--- config.mk ---
export PLATFORM = sky130hd
export DESIGN_NAME = ovt_regs
export DESIGN_NICKNAME = d
export VERILOG_FILES = /design/src/verilog/ovt_pkg.sv /design/src/verilog/ovt_regs.sv /design/src/verilog/ovt_slew.sv
export SDC_FILE = /design/constraint.sdc
export NUM_CORES = 1
export LEC_CHECK = 0
export ABC_AREA = 1
export ABC_CLOCK_PERIOD_IN_PS = 25700
export CAP_MARGIN = 20
export CORE_MARGIN = 1.5
export CORE_UTILIZATION = 40
export CTS_BUF_LIST = sky130_fd_sc_hd__clkbuf_4 sky130_fd_sc_hd__clkbuf_8
export DETAILED_ROUTE_END_ITERATION = 7
export DONT_BUFFER_PORTS = 1
export HOLD_SLACK_MARGIN = 0.12
export SYNTH_ARGS = -nofsm -noshare
export SYNTH_HDL_FRONTEND = slang
export SYNTH_SLANG_ARGS = --single-unit
--- constraint.sdc ---
create_clock -name clk_in -period 25.7 [get_ports clk_in]
set_clock_uncertainty 0.2 [all_clocks]
set_input_delay 1.285 -clock clk_in [delete_from_list [all_inputs] [get_ports clk_in]]
set_output_delay 1.285 -clock clk_in [all_outputs]
set_load 0.01 [all_outputs]
--- src/verilog/ovt_pkg.sv ---
// constants shared by the output-voltage target command registers
package ovt_pkg;

  // ***************************************************************
  // command codes
  // ***************************************************************
  localparam logic [7:0] OVT_CODE_FORMAT  = 8'h20;  // output_voltage_format
  localparam logic [7:0] OVT_CODE_TARGET  = 8'h21;  // output_voltage_target
  localparam logic [7:0] OVT_CODE_OFFSET  = 8'h22;  // output_voltage_offset

  // ***************************************************************
  // format byte fields
  // ***************************************************************
  localparam int         OVT_FMT_REL_POS  = 7;      // relative_format_flag
  localparam int         OVT_FMT_MODE_LSB = 5;
  localparam logic       OVT_FMT_REL      = 1'b1;
  localparam logic [1:0] OVT_FMT_MODE     = 2'h0;   // linear encoding
  localparam logic [4:0] OVT_FMT_EXP      = 5'h17;  // exponent -9
  localparam logic [7:0] OVT_FMT_VALUE    = {OVT_FMT_REL, OVT_FMT_MODE, OVT_FMT_EXP};

  // ***************************************************************
  // target and offset layout
  // ***************************************************************
  localparam int         OVT_CMD_W        = 13;     // writable bits 12:0
  localparam int         OVT_TRIM_W       = 7;      // writable bits 6:0
  localparam int         OVT_TRIM_SIGN    = 6;      // trim_sign_extension source
  localparam logic [12:0] OVT_CMD_RESET   = 13'h0000;
  localparam logic [6:0] OVT_TRIM_RESET   = 7'h00;
  localparam int         OVT_TRIM_MAX_CNT = 63;     // +123mV
  localparam int         OVT_TRIM_MIN_CNT = -64;    // -125mV

  // ***************************************************************
  // scaling
  // ***************************************************************
  localparam int         OVT_EXP_SHIFT    = 9;      // relative factor lsb 1/512
  localparam int         OVT_LSB_UV       = 1953;   // one count, microvolts
  localparam int         OVT_DAC_LIMIT_UV = 750000; // converter ceiling at unity loop
  localparam int         OVT_DAC_LIMIT_CNT = OVT_DAC_LIMIT_UV / OVT_LSB_UV;
  localparam int         OVT_SCALE_REF    = 3;      // loop mantissa 8 is unity

  // ***************************************************************
  // status bit positions
  // ***************************************************************
  localparam int         OVT_SV_MAXMIN_POS = 3;     // status_vout max/min warning
  localparam int         OVT_SW_VOUT_POS   = 15;    // status_word vout summary
  localparam int         OVT_SW_NOTA_POS   = 0;     // none of the above

endpackage

--- src/verilog/ovt_regs.sv ---
// output-voltage target command registers with clamping and sequencing
//
// Operation
// RULE_01 - format byte reads relative flag 1 and linear mode 00; not writable
// RULE_02 - format exponent reads 10111b, minus nine, 1.953mV per count
// RULE_03 - any write to the format byte is invalid data, flagged and alerted
// RULE_04 - target word keeps bits 12:0; bits 15:13 ignore writes, read zero
// RULE_05 - goal is target plus offset plus margin terms from operation bits 5 and 4
// RULE_06 - writes during soft-start are kept; ramp to boot, then to latest target
// RULE_07 - writes during soft-stop acknowledged, no transition; reload boot at its end
// RULE_08 - after soft-start a new write retargets immediately at transition rate
// RULE_09 - at power-up the target loads boot setting divided by loop ratio
// RULE_10 - disabling the rail rewrites the target with the boot voltage
// RULE_11 - reset-selected address pin asserted returns target to boot voltage
// RULE_12 - written target plus offset beyond ceiling or floor is replaced by that limit
// RULE_13 - ceiling or floor clamp sets max/min warning and alerts the host
// RULE_14 - target above converter limit but below ceiling gives no warning
// RULE_15 - the offset is added to the target as a fixed signed value
// RULE_16 - offset changes slew at the transition rate
// RULE_17 - offset bits 6:0 writable; bits 15:7 read as sign extension of bit 6
// RULE_18 - usable offset range is +123mV to -125mV
// RULE_19 - target plus offset past converter limit clamps there and warns
// RULE_20 - offset write outside range is invalid data, flagged and alerted
// RULE_21 - max/min warning also sets the vout summary in the status word high byte
// RULE_22 - sequencer states come in; target and slew request go to the reference
`timescale 1ns/1ps
module ovt_regs (
  input  wire logic        clk_in,
  input  wire logic        reset_n_in,
  input  wire logic        ce_in,
  // command port from the bus interface
  input  wire logic        cmd_valid_in,
  input  wire logic        cmd_write_in,
  input  wire logic [7:0]  cmd_code_in,
  input  wire logic [15:0] cmd_wdata_in,
  output logic      [15:0] cmd_rdata_out,
  output logic             cmd_ack_out,
  // limits and factors held by neighbouring registers
  input  wire logic [11:0] vout_max_in,
  input  wire logic [15:0] vout_min_in,
  input  wire logic [10:0] margin_high_in,
  input  wire logic [10:0] margin_low_in,
  input  wire logic [7:0]  operation_in,
  input  wire logic [3:0]  scale_loop_in,
  input  wire logic [12:0] boot_voltage_setting_in,
  input  wire logic        reset_pin_select_in,
  input  wire logic        address_or_reset_pin_n_in,
  // power sequencer
  input  wire logic        soft_start_active_in,
  input  wire logic        soft_stop_active_in,
  input  wire logic        rail_disabled_in,
  input  wire logic        soft_start_tick_in,
  input  wire logic        transition_tick_in,
  // status
  input  wire logic        status_clear_in,
  output logic [7:0]       status_vout_out,
  output logic [15:0]      status_word_out,
  output logic             cml_invalid_data_out,
  output logic             alert_out,
  // reference generator
  output logic [15:0]      target_out,
  output logic             slew_request_out
);

  import ovt_pkg::*;

  // ***************************************************************
  // pin synchroniser and edge tracking
  // ***************************************************************
  logic rst_pin_s1_q;
  logic rst_pin_s2_q;
  logic soft_stop_prev_q;
  logic boot_pending_q;

  // the pin is asynchronous to the core clock; only s2 is read by logic
  always_ff @(posedge clk_in) begin
    if (!reset_n_in) begin
      rst_pin_s1_q <= 1'b1;
      rst_pin_s2_q <= 1'b1;
    end else if (ce_in) begin
      rst_pin_s1_q <= address_or_reset_pin_n_in;
      rst_pin_s2_q <= rst_pin_s1_q;
    end
  end

  // previous soft-stop level, and a one-shot boot load after reset release
  always_ff @(posedge clk_in) begin
    if (!reset_n_in) begin
      soft_stop_prev_q <= 1'b0;
      boot_pending_q   <= 1'b1;
    end else if (ce_in) begin
      soft_stop_prev_q <= soft_stop_active_in;
      boot_pending_q   <= 1'b0;
    end
  end

  // ***************************************************************
  // boot value and converter ceiling
  // ***************************************************************
  logic [1:0]  scale_shift;
  logic [12:0] boot_value;
  logic [15:0] hw_max;

  // loop mantissa 8 is unity; smaller mantissas divide the feedback, so scale up
  always_comb begin
    unique case (scale_loop_in)
      4'h8:    scale_shift = 2'd0;
      4'h4:    scale_shift = 2'd1;
      4'h2:    scale_shift = 2'd2;
      4'h1:    scale_shift = 2'd3;
      default: scale_shift = 2'd0;  // unsupported mantissa treated as unity
    endcase
  end

  assign boot_value = boot_voltage_setting_in << scale_shift;                     // RULE_09
  assign hw_max     = 16'(OVT_DAC_LIMIT_CNT) << scale_shift;                      // RULE_14

  // ***************************************************************
  // request decode
  // ***************************************************************
  logic        wr_fmt;
  logic        wr_cmd;
  logic        wr_trim;
  logic        trim_ok;
  logic        soft_stop_done;
  logic        force_boot;
  logic signed [19:0] trim_ext;
  logic signed [19:0] wr_sum;
  logic        wr_above;
  logic        wr_below;

  assign wr_fmt  = ce_in && cmd_valid_in && cmd_write_in && (cmd_code_in == OVT_CODE_FORMAT);
  assign wr_cmd  = ce_in && cmd_valid_in && cmd_write_in && (cmd_code_in == OVT_CODE_TARGET);
  assign wr_trim = ce_in && cmd_valid_in && cmd_write_in && (cmd_code_in == OVT_CODE_OFFSET);

  // upper nine bits must all copy bit 6, which bounds the offset to -64..63 counts
  assign trim_ok = cmd_wdata_in[15:OVT_TRIM_SIGN] == {10{cmd_wdata_in[OVT_TRIM_SIGN]}};  // RULE_18

  assign soft_stop_done = soft_stop_prev_q && !soft_stop_active_in;                // RULE_07
  assign force_boot     = boot_pending_q || rail_disabled_in || soft_stop_done ||  // RULE_10
                          (reset_pin_select_in && !rst_pin_s2_q);                  // RULE_11

  // ***************************************************************
  // target and offset registers
  // ***************************************************************
  logic [12:0] cmd_q;
  logic [6:0]  trim_q;

  assign trim_ext = 20'(signed'(trim_q));                                         // RULE_15
  assign wr_sum   = signed'({7'h00, cmd_wdata_in[12:0]}) + trim_ext;
  assign wr_above = wr_sum > signed'({8'h00, vout_max_in});
  assign wr_below = wr_sum < signed'({4'h0, vout_min_in});

  // boot reload wins over a host write in the same cycle
  always_ff @(posedge clk_in) begin
    if (!reset_n_in) begin
      cmd_q <= OVT_CMD_RESET;
    end else if (ce_in) begin
      if (force_boot) begin
        cmd_q <= boot_value;                                                      // RULE_09
      end else if (wr_cmd) begin
        if (wr_above) begin
          cmd_q <= {1'b0, vout_max_in};                                           // RULE_12
        end else if (wr_below) begin
          cmd_q <= vout_min_in[12:0];                                             // RULE_12
        end else begin
          cmd_q <= cmd_wdata_in[12:0];                                            // RULE_04
        end
      end
    end
  end

  // only the low seven bits are stored; the rest is rebuilt on read
  always_ff @(posedge clk_in) begin
    if (!reset_n_in) begin
      trim_q <= OVT_TRIM_RESET;
    end else if (wr_trim && trim_ok) begin
      trim_q <= cmd_wdata_in[OVT_TRIM_W-1:0];                                     // RULE_17
    end
  end

  // ***************************************************************
  // goal computation
  // ***************************************************************
  logic signed [25:0] cmd_s;
  logic signed [25:0] hi_term;
  logic signed [25:0] lo_term;
  logic signed [25:0] raw_goal;
  logic [15:0]        goal;
  logic               goal_over_max;
  logic               goal_over_hw;

  // margin factors are relative, 512 counts meaning a factor of one
  always_comb begin
    cmd_s   = signed'({13'h0000, cmd_q});
    hi_term = ((cmd_s * signed'({15'h0000, margin_high_in})) >>> OVT_EXP_SHIFT) - cmd_s;
    lo_term = cmd_s - ((cmd_s * signed'({15'h0000, margin_low_in})) >>> OVT_EXP_SHIFT);
    raw_goal = cmd_s + 26'(trim_ext);                                             // RULE_05
    if (operation_in[5]) begin
      raw_goal = raw_goal + hi_term;                                              // RULE_05
    end
    if (operation_in[4]) begin
      raw_goal = raw_goal - lo_term;                                              // RULE_05
    end
  end

  assign goal_over_max = raw_goal > signed'({14'h0000, vout_max_in});
  assign goal_over_hw  = raw_goal > signed'({10'h000, hw_max});

  // during soft-start or soft-stop the rail heads for boot; otherwise the latest request
  always_comb begin
    if (soft_start_active_in || soft_stop_active_in) begin
      goal = {3'h0, boot_value};                                                  // RULE_06
    end else if (raw_goal < 26'sd0) begin
      goal = 16'h0000;
    end else if (goal_over_max && ({4'h0, vout_max_in} <= hw_max)) begin
      goal = {4'h0, vout_max_in};
    end else if (goal_over_hw) begin
      goal = hw_max;                                                              // RULE_19
    end else begin
      goal = raw_goal[15:0];                                                      // RULE_08
    end
  end

  // ***************************************************************
  // slew toward the reference
  // ***************************************************************
  // soft-start keeps its own ramp rate; everything else uses the transition rate
  ovt_slew u_slew (
    .clk_in     (clk_in),
    .reset_n_in (reset_n_in),
    .ce_in      (ce_in),
    .tick_in    (soft_start_active_in ? soft_start_tick_in : transition_tick_in),  // RULE_16
    .goal_in    (goal),
    .level_out  (target_out),
    .busy_out   (slew_request_out)
  );                                                                              // RULE_22

  // ***************************************************************
  // status flags
  // ***************************************************************
  logic warn_q;
  logic ivd_q;
  logic warn_set;
  logic ivd_set;

  // a converter-limit clamp warns only when the offset is nonzero or the goal is also above the ceiling
  assign warn_set = (wr_cmd && !force_boot && (wr_above || wr_below)) ||          // RULE_13
                    (ce_in && !soft_start_active_in && !soft_stop_active_in &&
                     !rail_disabled_in &&
                     (goal_over_max || (goal_over_hw && trim_q != 7'h00)));       // RULE_14
  assign ivd_set  = wr_fmt || (wr_trim && !trim_ok);                              // RULE_20

  // set wins over a clear landing in the same cycle
  always_ff @(posedge clk_in) begin
    if (!reset_n_in) begin
      warn_q <= 1'b0;
    end else if (ce_in) begin
      warn_q <= warn_set || (warn_q && !status_clear_in);                         // RULE_19
    end
  end

  // invalid-data flag for the communication status block
  always_ff @(posedge clk_in) begin
    if (!reset_n_in) begin
      ivd_q <= 1'b0;
    end else if (ce_in) begin
      ivd_q <= ivd_set || (ivd_q && !status_clear_in);                            // RULE_03
    end
  end

  always_comb begin
    status_vout_out = 8'h00;
    status_vout_out[OVT_SV_MAXMIN_POS] = warn_q;
    status_word_out = 16'h0000;
    status_word_out[OVT_SW_VOUT_POS] = warn_q;                                    // RULE_21
    status_word_out[OVT_SW_NOTA_POS] = warn_q;
  end

  assign cml_invalid_data_out = ivd_q;
  assign alert_out            = warn_q || ivd_q;                                  // RULE_13

  // ***************************************************************
  // read path and acknowledge
  // ***************************************************************
  logic [15:0] rdata_q;
  logic        ack_q;

  // writes to the target are acknowledged in every sequencer state
  always_ff @(posedge clk_in) begin
    if (!reset_n_in) begin
      rdata_q <= 16'h0000;
      ack_q   <= 1'b0;
    end else if (ce_in) begin
      ack_q <= cmd_valid_in;                                                      // RULE_07
      if (cmd_valid_in && !cmd_write_in) begin
        unique case (cmd_code_in)
          OVT_CODE_FORMAT: rdata_q <= {8'h00, OVT_FMT_VALUE};                     // RULE_01
          OVT_CODE_TARGET: rdata_q <= {3'h0, cmd_q};                              // RULE_04
          OVT_CODE_OFFSET: rdata_q <= {{9{trim_q[OVT_TRIM_SIGN]}}, trim_q};       // RULE_17
          default:         rdata_q <= 16'h0000;
        endcase
      end
    end
  end

  assign cmd_rdata_out = rdata_q;
  assign cmd_ack_out   = ack_q;
endmodule // ovt_regs

--- src/verilog/ovt_slew.sv ---
// rate-limited follower that walks the reference toward a moving goal
`timescale 1ns/1ps
module ovt_slew (
  input  wire logic        clk_in,
  input  wire logic        reset_n_in,
  input  wire logic        ce_in,
  input  wire logic        tick_in,
  input  wire logic [15:0] goal_in,
  output logic      [15:0] level_out,
  output logic             busy_out
);

  // ***************************************************************
  // stepper
  // ***************************************************************
  logic [15:0] level_q;

  // one count per tick; the goal is sampled live, so a new goal retargets at once
  always_ff @(posedge clk_in) begin
    if (!reset_n_in) begin
      level_q <= 16'h0000;
    end else if (ce_in && tick_in) begin
      if (level_q < goal_in) begin
        level_q <= level_q + 16'h0001;
      end else if (level_q > goal_in) begin
        level_q <= level_q - 16'h0001;
      end
    end
  end

  assign level_out = level_q;
  assign busy_out  = (level_q != goal_in);  // handshake style, may be combinational

endmodule // ovt_slew

==> metrics.log <==
INFO  metric status = complete, but fails checks
INFO  metric violations = DRC
INFO  metric antenna_violations_before_repair = 1
INFO  metric cts.root.buffer_cell = sky130_fd_sc_hd__clkbuf_8
INFO  metric insertion_delay_of_the_later_clocked_pin_in_the_worst_skew_pair = around 360 ps
INFO  metric layout_setup_ws = 10,290 ps
INFO  metric cts-buffers-inserted = 9
INFO  metric synth-edff-count = 0
INFO  metric rsz0062_at_grt = false
INFO  metric chipWidth = 221 um
INFO  metric nNetsFinal = 3,330
INFO  metric relSlewSlack = around 28%
INFO  metric worstSetupStartpoint = margin_high_in[2]
INFO  metric hold_violations = 0
INFO  metric ys_async_sr_fraction = 0%
INFO  metric min-delay-path-class = register to register
INFO  metric cts.sinks = 57
INFO  metric critPathMostFrequentCell = sky130_fd_sc_hd__nand2_1
INFO  metric fraction_of_final_layout_cells_sized_beyond_drive_strength_1 = 2.37%
INFO  metric initialDrtViolationCount = 833
INFO  metric cts_tree = yes
INFO  metric setup.worst_path.end_class = register
INFO  metric synth.ff_latch_count = 57
INFO  metric mean_instance_size_in_the_synthesized_netlist = 6.79 um2
INFO  metric first_global_vias = 16,900
INFO  metric gp_congestion = about 0.92
INFO  metric synthTopCellsByCount = sky130_fd_sc_hd__nand2_1 (711), sky130_fd_sc_hd__inv_1 (571), sky130_fd_sc_hd__ha_1 (285)
INFO  metric coreArea = 0.0467 mm2
INFO  metric clock_tree.htree_level_count = 3
INFO  metric synthesis.area = 0.0189 mm2
INFO  metric reg2reg_from = cmd_q[4]$_SDFFE_PN0P_
INFO  metric yosys.cell_count.top_type = sky130_fd_sc_hd__nand2_1
INFO  metric hp-start = boot_pending_q$_SDFFE_PN1P_
INFO  metric ys_warn_count = 0
INFO  metric synth_area_leaders = sky130_fd_sc_hd__fa_1 (21%), sky130_fd_sc_hd__ha_1 (19%), sky130_fd_sc_hd__nand2_1 (14%)
INFO  metric syn-instance-count = 2,790
INFO  metric grt_usage = between 20 and 25%
INFO  metric worst-slew-pin-transition = 1060 ps
INFO  metric crit_arrival = 15,450 ps
INFO  metric dp_hpwl = roughly 44,000 um
INFO  metric die-height = between 200 and 250 um
INFO  metric antenna_cells = 0
INFO  metric drc_errors = 10
INFO  metric post_cts_resized = 0
INFO  metric synth_largest_area_cell = sky130_fd_sc_hd__fa_1
INFO  metric global_route_wire_length_before_repair = 85,900 um
INFO  metric globalRouteOverflowTotal = 0
INFO  metric critPathKind = primary input to register
INFO  metric grt_start_max_net_pins = 44
INFO  metric route.detailed.wl_per_inst = approximately 16 um
INFO  metric worst-path-max-fanout = 19
INFO  metric setup_tns = 0 ps
INFO  metric worst_path_cell_with_the_longest_stage_delay = sky130_fd_sc_hd__fa_1
INFO  metric drtPass1Iterations = 7
INFO  metric buffer_ports.inserted = 0
INFO  metric synthDominantCellAreaShare = 21.2%
INFO  metric die_area = slightly below 0.05 mm2
INFO  metric worst_slack_at_placement = 10,010 ps
INFO  metric holdBufCountCts = 0
INFO  metric fin_worst_hold_slack = 252 ps
INFO  metric drtAntennaViolNets = 0
INFO  metric report.final.setup_viol = 0
INFO  metric critical_path_required = 25,740 ps
INFO  metric detail_route.vias_per_cell = 5.14
INFO  metric report.final.slew_viol_count = 0
INFO  metric initial_utilization = 40.6%
INFO  metric worstSetupStartpointType = primary input
INFO  metric fmax = 64.9 MHz
INFO  metric cts.repair_timing.setup_buffer_count = 0
INFO  metric fin_crit = between 15,000 and 20,000 ps
INFO  metric synth_ff_type = sky130_fd_sc_hd__dfxtp_1
INFO  metric layout-area-overhead-vs-synth = 3.57%
INFO  metric count_of_different_cell_masters_after_synthesis = 50
INFO  metric ys_seq_area_share = 6.03%
INFO  metric clk_transition_reported_paths = 60 ps
INFO  metric count_of_standard_cell_rows = around 80
INFO  metric routed-via-count = ~17,000
INFO  metric critPathMaxStageDelay = 550 ps
INFO  metric timing.final.crit_share = 60.0%
INFO  metric boundaryPins = 172
INFO  metric cts_buffer_depth = 2
INFO  metric drt-total-wl = 52,800 um
INFO  metric timing.max_cap.violations = 0
[metal layers]
layer	track usage (%)	vias up	part of all wire, %
li1	-	8591	-
met1	29.1	8177	45
met2	37.9	360	47
met3	3.16	75	4.9
met4	6.26	0	2.9
met5	0	-	0
[flip-flops by register name, indices dropped and copies added, names as in the netlist]
signal	count
u_slew.level_out	16
cmd_rdata_out	14
cmd_q	13
trim_q	7
boot_pending_q	1
cmd_ack_out	1
cml_invalid_data_out	1
rst_pin_s1_q	1
rst_pin_s2_q	1
soft_stop_prev_q	1
warn_q	1
[stage by stage]
step	std cells	util, %	instance area, um2
global route	3344	42.0	19600
detailed placement	3328	41.5	19400
global placement	3328	41.5	19400
floorplan	2812	-	19000
finish	3344	42.0	19600
CTS	3344	42.0	19600
[area by class of cell]
cell class	count	area (um2)
fillers	4931	27000
multi-input cells	2074	15200
inverters	574	2150
flip-flops and latches	57	1140
well taps	607	759
clock buffers	11	151
repair buffers	16	120
clock inverters	5	77.6
[critical path, delay by kind of cell]
kind | cells | cell delay (ps)
AO/OA/AOI/OAI | 26 | 4440
AND/OR/NAND/NOR | 31 | 4000
adder cells (fa/ha/maj) | 12 | 4730
XOR/XNOR | 4 | 580
buffers and inverters | 7 | 390
[placed cells by master, fill, tap and decap left out, drive strengths merged, types with 2 or more instances in the layout]
master / instances
nand2: 722
inv: 572
ha: 285
a21oi: 218
fa: 201
o21ai: 180
nand3: 109
nor2: 108
xor2: 60
dfxtp: 57
xnor2: 48
conb: 24
nand4: 19
buf: 16
o21bai: 15
clkbuf: 11
nor3: 10
nor4: 10
a21o: 8
o211ai: 7
a31oi: 7
or2: 6
o2111ai: 5
a211oi: 5
nand3b: 5
mux2i: 4
o22ai: 4
a21boi: 4
clkinv: 4
o221ai: 2
and2: 2
o31ai: 2
bufinv: 2
[cell families after synthesis]
family | Yosys count | synth area share [%]
AO/OA/AOI/OAI | 460 | 13.1
XOR/XNOR | 108 | 4.99
adder cells (fa/ha/maj) | 486 | 40.1
buffers and inverters | 681 | 14.1
flip-flops | 57 | 6.03
multiplexers | 4 | 0.211
other | 2 | 0.0397
AND/OR/NAND/NOR | 992 | 21.5
[worst paths after layout]
check	end	slack (ps)	cells after the start
setup / recovery	u_slew.level_out[15]$_SDFFE_PN0P_	10290	80
hold / removal	boot_pending_q$_SDFFE_PN1P_	250	2
setup reg to reg	u_slew.level_out[15]$_SDFFE_PN0P_	10400	81
hold reg to reg	boot_pending_q$_SDFFE_PN1P_	250	2
Power is not shown: default switching activity piles up to over one toggle a cycle in this logic, so the estimate is an artifact.
